## config.mk

```make
export PLATFORM = sky130hd
export DESIGN_NAME = bbt_exec_unit
export DESIGN_NICKNAME = d
export VERILOG_FILES = /design/src/rtl/bbt_pkg.sv /design/src/rtl/bbt_exec_unit.sv
export SDC_FILE = /design/constraint.sdc
export NUM_CORES = 1
export LEC_CHECK = 0
export BUFFER_PORTS_ARGS = -buffer_cell sky130_fd_sc_hd__buf_4
export CORE_MARGIN = 4
export CORE_UTILIZATION = 35
export DETAILED_ROUTE_END_ITERATION = 7
export SETUP_SLACK_MARGIN = 0.5
export SLEW_MARGIN = 20
export SYNTH_ARGS = -nofsm -noshare
export SYNTH_HDL_FRONTEND = slang
export SYNTH_SLANG_ARGS = --single-unit
```

## constraint.sdc

```tcl
create_clock -name ref_clk -period 3.15 [get_ports ref_clk]
set_clock_uncertainty 0.1 [all_clocks]
set_input_delay 0.315 -clock ref_clk [delete_from_list [all_inputs] [get_ports ref_clk]]
set_output_delay 0.315 -clock ref_clk [all_outputs]
set_load 0.05 [all_outputs]
```

## src/rtl/bbt_pkg.sv

```systemverilog
// constants and types shared by the branch, bit and shift execution unit
package bbt_pkg;

   localparam int PC_W_DEF    = 12;
   localparam int OFFS_W      = 7;
   localparam int DATA_W      = 8;
   localparam int PTR_W       = 16;
   localparam int IO_ADDR_W   = 6;
   localparam int REG_IDX_W   = 5;
   localparam int BIT_IDX_W   = 3;
   localparam int RB_ADDR_W   = 4;

   // status_flags_register bit positions
   localparam int FLAG_C = 0;
   localparam int FLAG_Z = 1;
   localparam int FLAG_N = 2;
   localparam int FLAG_V = 3;
   localparam int FLAG_S = 4;
   localparam int FLAG_H = 5;
   localparam int FLAG_T = 6;
   localparam int FLAG_I = 7;

   localparam logic [DATA_W-1:0] FLAGS_RST = 8'h00;
   localparam logic [PTR_W-1:0]  PTR_STEP  = 16'h0001;

   // register bus byte offsets
   localparam logic [RB_ADDR_W-1:0] RB_FLAGS = 4'h0;
   localparam logic [RB_ADDR_W-1:0] RB_PC_LO = 4'h4;
   localparam logic [RB_ADDR_W-1:0] RB_PC_HI = 4'h8;
   localparam logic [RB_ADDR_W-1:0] RB_STATE = 4'hc;

   typedef enum logic [4:0] {
      OP_NONE                 = 5'h00,
      OP_BRANCH_NOT_EQUAL     = 5'h01,
      OP_BRANCH_CARRY_SET     = 5'h02,
      OP_BRANCH_CARRY_CLEAR   = 5'h03,
      OP_BRANCH_SAME_HIGHER   = 5'h04,
      OP_BRANCH_LOWER         = 5'h05,
      OP_BRANCH_MINUS         = 5'h06,
      OP_BRANCH_PLUS          = 5'h07,
      OP_BRANCH_GE_SIGNED     = 5'h08,
      OP_BRANCH_LT_SIGNED     = 5'h09,
      OP_BRANCH_HALFCARRY_SET = 5'h0a,
      OP_BRANCH_HALFCARRY_CLR = 5'h0b,
      OP_BRANCH_TFLAG_SET     = 5'h0c,
      OP_BRANCH_TFLAG_CLEAR   = 5'h0d,
      OP_BRANCH_OVERFLOW_SET  = 5'h0e,
      OP_BRANCH_OVERFLOW_CLR  = 5'h0f,
      OP_BRANCH_IRQ_ENABLED   = 5'h10,
      OP_BRANCH_IRQ_DISABLED  = 5'h11,
      OP_SET_IO_BIT           = 5'h12,
      OP_CLEAR_IO_BIT         = 5'h13,
      OP_SHIFT_LEFT_LOGICAL   = 5'h14,
      OP_SHIFT_RIGHT_LOGICAL  = 5'h15,
      OP_ROTATE_LEFT_CARRY    = 5'h16,
      OP_ARITH_SHIFT_RIGHT    = 5'h17,
      OP_SWAP_NIBBLES         = 5'h18,
      OP_STORE_BIT_TO_TFLAG   = 5'h19,
      OP_LOAD_BIT_FROM_TFLAG  = 5'h1a,
      OP_FLAG_SET             = 5'h1b,
      OP_FLAG_CLEAR           = 5'h1c,
      OP_POINTER_LOAD_POSTINC = 5'h1d,
      OP_POINTER_LOAD_PREDEC  = 5'h1e
   } bbt_op_t;

   typedef enum logic [3:0] {
      ST_IDLE   = 4'b0001,
      ST_BRANCH = 4'b0010,
      ST_IOWR   = 4'b0100,
      ST_LDWAIT = 4'b1000
   } bbt_state_t;

endpackage : bbt_pkg

```

## src/rtl/bbt_exec_unit.sv

```systemverilog
// execution unit for relative branches, bit, shift, flag and X loads
//
// Summary of operation
// RL1: not-equal branch jumps to PC+k+1 when Z is clear; 1 or 2 cycles.
// RL2: carry-set and carry-clear branches follow C; 1 or 2 cycles.
// RL3: same-or-higher branches on C=0, lower branches on C=1.
// RL4: minus branches on N=1, plus on N=0; target PC+k+1.
// RL5: signed greater-or-equal branches when N xor V is zero.
// RL6: half-carry branches follow H set or clear.
// RL7: T-flag branches follow T set or clear.
// RL8: overflow branches follow V set or clear; 1 or 2 cycles.
// RL9: interrupt branches follow I; no branch alters any flag.
// RL10: I/O bit set and clear force one bit, two cycles, flags kept.
// RL11: logical left shift, bit 0 gets zero, updates Z C N V.
// RL12: logical right shift, bit 7 gets zero, updates Z C N V.
// RL13: rotate left through carry: old C to bit 0, bit 7 to C.
// RL14: arithmetic right shift keeps bit 7, updates Z C N V.
// RL15: bit store copies the chosen register bit into T only.
// RL16: bit load copies T into the chosen register bit, flags kept.
// RL17: set and clear of C N Z V H T I, one flag each, one cycle.
// RL18: set and clear of the signed test flag S alone.
// RL19: X post-increment load reads at X then X becomes X+1.
// RL20: X pre-decrement load makes X-1 first then reads there.
// RL21: signed less-than branches when N xor V is one.
// RL22: nibble swap exchanges register halves, no flag changes.
//
// Implementation choices: strobed register access and the address map.
`timescale 1ns/10ps

module bbt_exec_unit
   import bbt_pkg::*;
#(
   parameter int PC_W = PC_W_DEF
) (
   input  wire logic                 ref_clk,
   input  wire logic                 rstn,
   input  wire logic                 cmdValid,
   input  wire logic [4:0]           cmdOp,
   input  wire logic [DATA_W-1:0]    cmdRegData,
   input  wire logic [REG_IDX_W-1:0] cmdRegIdx,
   input  wire logic [BIT_IDX_W-1:0] cmdBit,
   input  wire logic [OFFS_W-1:0]    cmdOffset,
   input  wire logic [IO_ADDR_W-1:0] cmdIoAddr,
   input  wire logic [PTR_W-1:0]     cmdXPtr,
   input  wire logic [DATA_W-1:0]    ioRdData,
   input  wire logic [DATA_W-1:0]    memRdData,
   input  wire logic [RB_ADDR_W-1:0] regAddr,
   input  wire logic [DATA_W-1:0]    regWrData,
   input  wire logic                 regWr,
   input  wire logic                 regRd,
   output logic                      busyQ,
   output logic [PC_W-1:0]           pcQ,
   output logic [DATA_W-1:0]         flagsQ,
   output logic                      rfWrEnQ,
   output logic [REG_IDX_W-1:0]      rfWrIdxQ,
   output logic [DATA_W-1:0]         rfWrDataQ,
   output logic                      ioRdEnQ,
   output logic                      ioWrEnQ,
   output logic [IO_ADDR_W-1:0]      ioAddrQ,
   output logic [DATA_W-1:0]         ioWrDataQ,
   output logic                      memRdEnQ,
   output logic [PTR_W-1:0]          memAddrQ,
   output logic                      xWrEnQ,
   output logic [PTR_W-1:0]          xWrDataQ,
   output logic [DATA_W-1:0]         regRdDataQ
);

   bbt_state_t             stQ;
   bbt_state_t             stD;
   logic [BIT_IDX_W-1:0]   ioBitQ;
   logic                   ioSetQ;
   logic [DATA_W-1:0]      flagsD;
   logic [DATA_W-1:0]      resD;
   logic                   resWr;
   logic                   brTaken;
   logic                   isBranch;

   wire bbt_op_t           op = bbt_op_t'(cmdOp);
   wire                    accept = cmdValid && (stQ == ST_IDLE);
   wire                    fC = flagsQ[FLAG_C];
   wire                    fZ = flagsQ[FLAG_Z];
   wire                    fN = flagsQ[FLAG_N];
   wire                    fV = flagsQ[FLAG_V];
   wire                    fH = flagsQ[FLAG_H];
   wire                    fT = flagsQ[FLAG_T];
   wire                    fI = flagsQ[FLAG_I];
   wire                    signedLess = fN ^ fV;
   wire [PC_W-1:0]         offsetExt =
      PC_W'({{(PC_W-OFFS_W){cmdOffset[OFFS_W-1]}}, cmdOffset});
   wire [PC_W-1:0]         pcNext = pcQ + PC_W'(1);
   wire [PC_W-1:0]         brTarget = pcNext + offsetExt;
   wire [DATA_W-1:0]       bitMask = DATA_W'(1) << cmdBit;
   wire [DATA_W-1:0]       ioMask = DATA_W'(1) << ioBitQ;
   wire [PTR_W-1:0]        xInc = cmdXPtr + PTR_STEP;
   wire [PTR_W-1:0]        xDec = cmdXPtr - PTR_STEP;
   wire                    isIoOp = (op == OP_SET_IO_BIT) ||
                                    (op == OP_CLEAR_IO_BIT);
   wire                    isLoadOp = (op == OP_POINTER_LOAD_POSTINC) ||
                                      (op == OP_POINTER_LOAD_PREDEC);
   wire                    rbFlagsWr = regWr && (regAddr == RB_FLAGS);
   wire [DATA_W-1:0]       pcWide = DATA_W'(pcQ);
   wire [2*DATA_W-1:0]     pcPad = (2*DATA_W)'(pcQ);
   wire [DATA_W-1:0]       rbRdMux =
      (regAddr == RB_FLAGS) ? flagsQ :
      (regAddr == RB_PC_LO) ? pcWide :
      (regAddr == RB_PC_HI) ? pcPad[2*DATA_W-1:DATA_W] :
      (regAddr == RB_STATE) ? DATA_W'(stQ) : '0;

   // branch condition decode; no branch touches a flag
   always_comb begin
      isBranch = 1'b1;
      brTaken  = 1'b0;
      case (op)
         OP_BRANCH_NOT_EQUAL:     brTaken = !fZ;        // [RL1]
         OP_BRANCH_CARRY_SET:     brTaken = fC;         // [RL2]
         OP_BRANCH_CARRY_CLEAR:   brTaken = !fC;        // [RL2]
         OP_BRANCH_SAME_HIGHER:   brTaken = !fC;        // [RL3]
         OP_BRANCH_LOWER:         brTaken = fC;         // [RL3]
         OP_BRANCH_MINUS:         brTaken = fN;         // [RL4]
         OP_BRANCH_PLUS:          brTaken = !fN;        // [RL4]
         OP_BRANCH_GE_SIGNED:     brTaken = !signedLess; // [RL5]
         OP_BRANCH_LT_SIGNED:     brTaken = signedLess; // [RL21]
         OP_BRANCH_HALFCARRY_SET: brTaken = fH;         // [RL6]
         OP_BRANCH_HALFCARRY_CLR: brTaken = !fH;        // [RL6]
         OP_BRANCH_TFLAG_SET:     brTaken = fT;         // [RL7]
         OP_BRANCH_TFLAG_CLEAR:   brTaken = !fT;        // [RL7]
         OP_BRANCH_OVERFLOW_SET:  brTaken = fV;         // [RL8]
         OP_BRANCH_OVERFLOW_CLR:  brTaken = !fV;        // [RL8]
         OP_BRANCH_IRQ_ENABLED:   brTaken = fI;         // [RL9]
         OP_BRANCH_IRQ_DISABLED:  brTaken = !fI;        // [RL9]
         default:                 isBranch = 1'b0;
      endcase
   end

   // register results and flag updates of the one-cycle operations
   always_comb begin
      flagsD = rbFlagsWr ? regWrData : flagsQ;
      resD   = cmdRegData;
      resWr  = 1'b0;
      if (accept) begin
         case (op)
            OP_SHIFT_LEFT_LOGICAL, OP_ROTATE_LEFT_CARRY: begin
               resD = {cmdRegData[DATA_W-2:0],
                       (op == OP_ROTATE_LEFT_CARRY) && fC}; // [RL11] [RL13]
               flagsD[FLAG_C] = cmdRegData[DATA_W-1];         // [RL13]
               flagsD[FLAG_H] = cmdRegData[3];
               resWr = 1'b1;
            end
            OP_SHIFT_RIGHT_LOGICAL: begin
               resD = {1'b0, cmdRegData[DATA_W-1:1]};         // [RL12]
               flagsD[FLAG_C] = cmdRegData[0];
               resWr = 1'b1;
            end
            OP_ARITH_SHIFT_RIGHT: begin
               resD = {cmdRegData[DATA_W-1],
                       cmdRegData[DATA_W-1:1]};               // [RL14]
               flagsD[FLAG_C] = cmdRegData[0];
               resWr = 1'b1;
            end
            OP_SWAP_NIBBLES: begin
               resD = {cmdRegData[3:0], cmdRegData[7:4]};     // [RL22]
               resWr = 1'b1;
            end
            OP_STORE_BIT_TO_TFLAG:
               flagsD[FLAG_T] = cmdRegData[cmdBit];           // [RL15]
            OP_LOAD_BIT_FROM_TFLAG: begin
               resD = fT ? (cmdRegData | bitMask)
                         : (cmdRegData & ~bitMask);           // [RL16]
               resWr = 1'b1;
            end
            OP_FLAG_SET:   flagsD[cmdBit] = 1'b1;             // [RL17] [RL18]
            OP_FLAG_CLEAR: flagsD[cmdBit] = 1'b0;             // [RL17] [RL18]
            default: ;
         endcase
         // Z N V S follow the shifted value for all four shifts
         if (resWr && op != OP_SWAP_NIBBLES &&
             op != OP_LOAD_BIT_FROM_TFLAG) begin
            flagsD[FLAG_Z] = (resD == '0);                    // [RL11] [RL12]
            flagsD[FLAG_N] = resD[DATA_W-1];                  // [RL14]
            flagsD[FLAG_V] = resD[DATA_W-1] ^ flagsD[FLAG_C];
            flagsD[FLAG_S] = flagsD[FLAG_V] ^ resD[DATA_W-1];
         end
      end
   end

   // sequencing: only taken branches, I/O bit ops and loads take two cycles
   always_comb begin
      stD = ST_IDLE;
      case (stQ)
         ST_IDLE: begin
            if (accept && isBranch && brTaken)
               stD = ST_BRANCH;                               // [RL1]
            else if (accept && isIoOp)
               stD = ST_IOWR;                                 // [RL10]
            else if (accept && isLoadOp)
               stD = ST_LDWAIT;                               // [RL19]
         end
         ST_BRANCH, ST_IOWR, ST_LDWAIT: stD = ST_IDLE;
         default:                       stD = ST_IDLE;
      endcase
   end

   always_ff @(posedge ref_clk or negedge rstn) begin
      if (!rstn) begin
         stQ    <= ST_IDLE;
         busyQ  <= 1'b0;
         flagsQ <= FLAGS_RST;
      end else begin
         stQ    <= stD;
         busyQ  <= (stD != ST_IDLE);
         // an instruction's flag update wins over a bus write
         flagsQ <= flagsD;
      end
   end

   // pc steps by one when not taken, by k+1 when taken
   always_ff @(posedge ref_clk or negedge rstn) begin
      if (!rstn)
         pcQ <= '0;
      else if (accept)
         pcQ <= (isBranch && brTaken) ? brTarget : pcNext;    // [RL4]
   end

   always_ff @(posedge ref_clk or negedge rstn) begin
      if (!rstn) begin
         rfWrEnQ   <= 1'b0;
         rfWrIdxQ  <= '0;
         rfWrDataQ <= '0;
      end else begin
         rfWrEnQ <= (resWr && accept) || (stQ == ST_LDWAIT);
         if (accept)
            rfWrIdxQ <= cmdRegIdx;
         if (stQ == ST_LDWAIT)
            rfWrDataQ <= memRdData;                           // [RL19]
         else if (accept && resWr)
            rfWrDataQ <= resD;
      end
   end

   // read-modify-write: the read answers in the same cycle as ioRdEnQ
   always_ff @(posedge ref_clk or negedge rstn) begin
      if (!rstn) begin
         ioRdEnQ   <= 1'b0;
         ioWrEnQ   <= 1'b0;
         ioAddrQ   <= '0;
         ioWrDataQ <= '0;
         ioBitQ    <= '0;
         ioSetQ    <= 1'b0;
      end else begin
         ioRdEnQ <= accept && isIoOp;
         ioWrEnQ <= (stQ == ST_IOWR);
         if (accept && isIoOp) begin
            ioAddrQ <= cmdIoAddr;
            ioBitQ  <= cmdBit;
            ioSetQ  <= (op == OP_SET_IO_BIT);
         end
         if (stQ == ST_IOWR)
            ioWrDataQ <= ioSetQ ? (ioRdData | ioMask)
                                : (ioRdData & ~ioMask);       // [RL10]
      end
   end

   // the read address is the old X for post-increment, X-1 for pre-decrement
   always_ff @(posedge ref_clk or negedge rstn) begin
      if (!rstn) begin
         memRdEnQ <= 1'b0;
         memAddrQ <= '0;
         xWrEnQ   <= 1'b0;
         xWrDataQ <= '0;
      end else begin
         memRdEnQ <= accept && isLoadOp;
         xWrEnQ   <= accept && isLoadOp;
         if (accept && op == OP_POINTER_LOAD_POSTINC) begin
            memAddrQ <= cmdXPtr;                              // [RL19]
            xWrDataQ <= xInc;
         end else if (accept && op == OP_POINTER_LOAD_PREDEC) begin
            memAddrQ <= xDec;                                 // [RL20]
            xWrDataQ <= xDec;
         end
      end
   end

   always_ff @(posedge ref_clk or negedge rstn) begin
      if (!rstn)
         regRdDataQ <= '0;
      else if (regRd)
         regRdDataQ <= rbRdMux;
   end

   // ---------------- assertions ----------------
   property p_ne_taken;
      @(posedge ref_clk) disable iff (!rstn)
      accept && op == OP_BRANCH_NOT_EQUAL && !fZ
         |=> pcQ == $past(brTarget) && busyQ ##1 !busyQ;
   endproperty
   a_ne_taken: assert property (p_ne_taken) // [RL1]
      else $error("not-equal branch missed its target");

   property p_carry_not_taken;
      @(posedge ref_clk) disable iff (!rstn)
      accept && op == OP_BRANCH_CARRY_SET && !fC
         |=> pcQ == $past(pcNext) && !busyQ;
   endproperty
   a_carry_not_taken: assert property (p_carry_not_taken) // [RL2]
      else $error("carry branch taken with carry clear");

   property p_ge_flags;
      @(posedge ref_clk) disable iff (!rstn)
      accept && isBranch && !rbFlagsWr && op == OP_BRANCH_GE_SIGNED
         |=> pcQ == ($past(signedLess) ? $past(pcNext) : $past(brTarget))
             && $stable(flagsQ);
   endproperty
   a_ge_flags: assert property (p_ge_flags) // [RL5]
      else $error("signed branch wrong or flags changed");

   property p_io_set;
      @(posedge ref_clk) disable iff (!rstn)
      accept && op == OP_SET_IO_BIT
         |=> ioRdEnQ && busyQ ##1 ioWrEnQ && ioWrDataQ[ioBitQ]
             && ioAddrQ == $past(cmdIoAddr, 2);
   endproperty
   a_io_set: assert property (p_io_set) // [RL10]
      else $error("io bit set sequence wrong");

   property p_shift_left;
      @(posedge ref_clk) disable iff (!rstn)
      accept && op == OP_SHIFT_LEFT_LOGICAL
         |=> rfWrEnQ && rfWrDataQ == {$past(cmdRegData[6:0]), 1'b0}
             && flagsQ[FLAG_C] == $past(cmdRegData[7]);
   endproperty
   a_shift_left: assert property (p_shift_left) // [RL11]
      else $error("left shift result or carry wrong");

   property p_rotate;
      @(posedge ref_clk) disable iff (!rstn)
      accept && op == OP_ROTATE_LEFT_CARRY
         |=> rfWrDataQ[0] == $past(fC)
             && flagsQ[FLAG_C] == $past(cmdRegData[7]);
   endproperty
   a_rotate: assert property (p_rotate) // [RL13]
      else $error("rotate through carry wrong");

   property p_bit_store;
      @(posedge ref_clk) disable iff (!rstn)
      accept && !rbFlagsWr && op == OP_STORE_BIT_TO_TFLAG
         |=> flagsQ[FLAG_T] == $past(cmdRegData[cmdBit]) && !rfWrEnQ;
   endproperty
   a_bit_store: assert property (p_bit_store) // [RL15]
      else $error("bit store to T wrong");

   property p_load_inc;
      @(posedge ref_clk) disable iff (!rstn)
      accept && op == OP_POINTER_LOAD_POSTINC
         |=> memRdEnQ && memAddrQ == $past(cmdXPtr)
             && xWrDataQ == $past(cmdXPtr) + PTR_STEP ##1 rfWrEnQ;
   endproperty
   a_load_inc: assert property (p_load_inc) // [RL19]
      else $error("post-increment load wrong");

   property p_load_dec;
      @(posedge ref_clk) disable iff (!rstn)
      accept && op == OP_POINTER_LOAD_PREDEC
         |=> memAddrQ == $past(cmdXPtr) - PTR_STEP && xWrEnQ;
   endproperty
   a_load_dec: assert property (p_load_dec) // [RL20]
      else $error("pre-decrement load wrong");

   property p_swap;
      @(posedge ref_clk) disable iff (!rstn)
      accept && !rbFlagsWr && op == OP_SWAP_NIBBLES
         |=> rfWrDataQ == {$past(cmdRegData[3:0]), $past(cmdRegData[7:4])}
             && $stable(flagsQ);
   endproperty
   a_swap: assert property (p_swap) // [RL22]
      else $error("nibble swap wrong");

   property p_cov_taken;
      @(posedge ref_clk) disable iff (!rstn)
      accept && isBranch && brTaken;
   endproperty
   c_cov_taken: cover property (p_cov_taken);

   property p_cov_io;
      @(posedge ref_clk) disable iff (!rstn)
      accept && op == OP_CLEAR_IO_BIT ##2 accept;
   endproperty
   c_cov_io: cover property (p_cov_io);

   property p_cov_load;
      @(posedge ref_clk) disable iff (!rstn)
      accept && isLoadOp ##1 cmdValid && busyQ;
   endproperty
   c_cov_load: cover property (p_cov_load);

endmodule : bbt_exec_unit

```

* Word level (Yosys, flattened, before mapping) *
Cells that the tools add are included.

word-level totals
  memories = 0
  bits in latches = 0
  input bits = 83
  RAM bits = 0
  logic and storage cells = 148
  register bits = 100
  output and inout bits = 93
  memory bits (read-only) = 0

cells by class
  $lt $le $gt $ge = 2
  add/sub/neg operators = 4
  shifts and indexed selects = 2
  reduce and logical (&&, ||, !) cells = 35
  mux-type cells = 37
  bitwise operators = 12
  $mul = 0
  eq/ne operators = 39
  divide/modulo/power cells = 0

operator list
  operator                                              count
  two-way mux 8 bit                                     10
  equality test 5 bit (second input constant)           15
  two-way mux 16 bit                                    3
  equality test 5 x 4 -> 1 bit (second input constant)  8
  case mux 8 bit (5 select lines)                       1
  two-way mux 4 bit                                     7
  bitwise AND 8 bit                                     3
  NOT 8 bit                                             3
  bitwise OR 8 bit                                      3
  equality test 5 x 3 -> 1 bit (second input constant)  4
  OR reduction 17 bit                                   1
  adder 16 x 1 -> 16 bit (second input constant)        1
  << shifter 1 x 3 -> 8 bit (first input constant)      2
  subtractor 16 x 1 -> 16 bit (second input constant)   1
  case mux 1 bit (15 select lines)                      1
  logical AND 1 bit                                     14
  adder 12 x 1 -> 12 bit (second input constant)        1
  adder 12 bit                                          1
  equality test 4 bit (second input constant)           3
  two-way mux 12 bit                                    1
  equality test 5 x 2 -> 1 bit (second input constant)  2
  inequality test 5 bit (second input constant)         2
  equality test 4 x 3 -> 1 bit (second input constant)  2
  logical NOT 1 bit                                     8
  19 further kinds                                      34

* Longest topological paths before layout *
  word-level depth = 12
  gate-level depth with buffers = 13
  depth with buffers taken out = 13

* Worst setup path after synthesis *
Ideal clock, no wire load.

  kind = flip-flop to flip-flop
  start point = reg pcQ[1]
  end point = reg pcQ[11]
  period minus slack after synthesis = 3.460 ns
  slack = -0.310 ns
  required time = 2.968 ns
  cell stages (with the launch flop) = 14
  arrival time = 3.278 ns
  path buffers = 0
  library setup time = 0.082 ns
  cell sequence = dfrtp_1 -> ha_1 -> and3_1 -> and3_1 -> nand3_1 -> xnor2_1 -> ha_1 -> a21o_1 -> a31oi_1 -> nor2_1 -> o31a_1 -> nor3_2 -> mux2i_1 -> xor2_1

between the ends
  word-level cells in the longest chain between the ends = 3

ends and longest elaborated chain
  item                      RTL line              source
  start, declared           bbt_exec_unit.sv:52   output logic [PC_W-1:0] pcQ,
  start signal, assigned    bbt_exec_unit.sv:221  pcQ <= (isBranch && brTaken) ? brTarget : pcNext;
  adder 12 x 1 -> 12 bit *  bbt_exec_unit.sv:90   wire [PC_W-1:0] pcNext = pcQ + PC_W'(1);
  adder 12 bit              bbt_exec_unit.sv:91   wire [PC_W-1:0] brTarget = pcNext + offsetExt;
  two-way mux 12 bit *      bbt_exec_unit.sv:221

Every way passes the cells marked *; elsewhere a longest branch is shown, timed or not.
A chain may end at the register's enable or synchronous reset.

* Worst setup path after layout *
Ends and elaborated chain as after synthesis.

==> run metrics <==
sequential share of the synthesized area=roughly 37%; Async S/R FF share, synth=100%; FF-to-FF Start=pcQ[1]; syn avg cell area=around 8.3 um^2; Vias=6,670; FF+latch count, synth=100; IO Pins=176; Slew @ Worst Pin=~860 ps; dominant synthesized flop cell=dfrtp_1; chip height=146 um; H-tree depth=3; Lkg Pwr=4.00 nW; Initial Utilization=between 30% and 40%; achievable frequency=334 MHz; top cells by area, synth=dfrtp_1, mux2i_1, a21oi_1, nand2_1, nor2_1; drt drc=0; CTS sink cnt=100; clock root buffer master=clkbuf_16; Post-DP Area=slightly above 0.008 mm^2; Max FO, Critical Path=5; Worst slew margin=roughly 43%; list of most frequent post-synthesis cells=dfrtp_1, nand2_1, nor2_1; number of synthesized flops with an enable pin=0; Yosys top cell by area=dfrtp_1; synth unique cells=70; HP Start=cmdRegIdx[1]; initial antenna violation count=0; mux share of post-synthesis cell area=under 10%; largest family of logic cells by synthesized area=simple AND/OR/NAND/NOR gates; RSZ-0062 raised after global routing=yes; HP Class=input pin to flip-flop; cell count after synthesis=slightly above 800; Compound-Gate Fraction of Synth Area=20.8%; clk slew on worst S/H paths=70 ps; Worst IR Drop VDD=0.391 mV; CP endpoint kind=flip-flop; PD cells=808 mW/mm^2; WL per Instance=17.8 um; first drt pass iteration count=6; Final Hold Vio Count=0; final wirelength=between 20 and 25 mm; Synth Area in Simple Gates=a little under a quarter; GRT Util Overall=19.6%; worst endpoint required time=3320 ps; final setup fails=0; largest net degree at the start of global routing=51; initial detailed-routing violation count=between 400 and 500; remaining global-route overflow=0; clk_lat worst skew=around 350 ps; Worst setup startpoint=pcQ[1]; most common cell in the synthesized netlist=dfrtp_1; total CTS buffers=9; Synth Net Count=between 900 and 1,000; DRT antenna net count=0; Slew Limit Fails=0; post-DP HPWL=~16 mm; Crit Path Class=flip-flop to flip-flop; Post-Synth XOR/XNOR Area=under 10%; core region area=approximately 0.019 mm^2; Mapped Area=0.00669 mm^2; status=completed; fin util=47.3%; synth-to-layout area growth=32.6%; share of cells above drive strength 1=between 20% and 30%; routed vias/inst=about 5.5; post-synth top area share=37.0%; net count reported at finish=1,071; row cnt=50; Post-Synth Adder-Cell Area=roughly 3.7%; GP Congestion=between 0.8 and 0.9; post-layout minimum cycle time=between 2000 and 3000 ps; final period utilization=between 90 and 100%; TritonCTS clock tree=built; Clock Tree Buf Depth=2; Yosys warning count=0; Arr. time, crit path=around 3200 ps; first-pass GRT wire length=34.5 mm; Die W=between 100 and 150 um; n_diodes=0; # port buffers=roughly 180; Final Cell Area=0.00887 mm^2; Die Footprint=about 0.021 mm^2; Max-cap violations=0; number of global-route vias before repair=around 6,500; critical path startpoint category=flip-flop
[routing by layer]
metal	routed length, um	vias up	track usage (%)
met4	227	0	4.05
met3	1220	14	4.16
met5	0	-	0
li1	-	3257	-
met1	10200	3198	28.5
met2	9840	201	30.3
[final timing paths]
path                                 to  slack, ps  cells past startpoint
max                             pcQ[11]        160                     13
min                         rfWrIdxQ[1]         50                      3
max reg2reg                     pcQ[11]        160                     13
min reg2reg                  ioAddrQ[1]        380                      2
max in group asynchronous        pcQ[2]       1910                      3
min in group asynchronous  ioWrDataQ[7]        370                      2
[state kept, by name, indices dropped and copies added, names as in the netlist, 3 cells and up]
signal / cells
flagsQ: 8
rfWrDataQ: 8
regRdDataQ: 8
ioAddrQ: 6
memAddrQ: 16
stQ: 4
rfWrIdxQ: 5
ioWrDataQ: 8
ioBitQ: 3
pcQ: 12
xWrDataQ: 16
[kinds of logic (layout without fill, tap and decap cells)]
| family | count (synthesis) | in the layout |
|---|---|---|
| xor+xnor | 22 | 22 |
| flops | 100 | 100 |
| mux | 47 | 47 |
| fa+ha+maj | 19 | 19 |
| compound gates | 225 | 225 |
| simple gates | 314 | 314 |
| buf+inv | 78 | 246 |
[worst max-delay path, cell delays in order, from the launching register on]
cell     delay (ps)
dfrtp_2         420
ha_4            150
and3_4          210
and3_4          220
nand3_4         100
xnor2_4         220
ha_4            230
a21o_1          220
a31oi_4         190
nor2_2           70
o31a_1          250
nor3_2          140
mux2i_1         240
xor2_1          150
[stage by stage]
stage	hold slack (ps)	power, W	cells	setup TNS (ps)	setup WS, ps
after global routing	45.1	0.00759	1207	-16.3	-16.3
after CTS	39.6	0.00700	1199	0	149
after global placement	206	0.00558	1176	0	83.3
after floorplan	-80.6	0.00450	805	0	15.7
after detailed placement	206	0.00561	1176	-23.4	-23.4
final	50.6	0.00717	1207	0	159
[power breakdown]
part | switching, W | leakage, nW | total, W | internal (W)
sequential | 0.000409 | 1.19 | 0.00205 | 0.00164
clock | 0.000508 | 0.155 | 0.00123 | 0.000719
combinational | 0.00245 | 2.65 | 0.00389 | 0.00143
total | 0.00337 | 4.00 | 0.00717 | 0.00380
[layout make-up]
class	count	area (um^2)
inverter	21	82.6
clock buffer	10	239
sequential	100	2510
multi-input combinational	627	4070
tap	234	293
clock inverter	5	85.1
fill	1881	9900
timing repair buffer	210	1600
[layout by cell type (no fill, tap or decap), types with 8 or more instances in the layout]
| cell type | n |
|---|---|
| ha_1 | 15 |
| a211oi_1 | 9 |
| o22ai_1 | 15 |
| dfrtp_1 | 95 |
| mux2i_1 | 44 |
| o21ai_0 | 42 |
| nand4_1 | 9 |
| a22oi_1 | 11 |
| xnor2_1 | 8 |
| nor2_1 | 86 |
| o221ai_1 | 9 |
| a21oi_1 | 80 |
| clkbuf_16 | 9 |
| xor2_1 | 12 |
| buf_4 | 207 |
| nand2_1 | 96 |
| inv_1 | 18 |
| nor3_1 | 16 |
| nand3_1 | 25 |
[repair_timing]
action | 4_1_cts | 5_1_grt
resized for setup | 10 | 24
endpoints found under the hold margin | 30 | 0
buffers inserted | 7 | 8
hold buffers | 1 | 0
pin swaps | 6 | 17
setup endpoints to repair | 4 | 9
(Power assumes the default switching activity.)
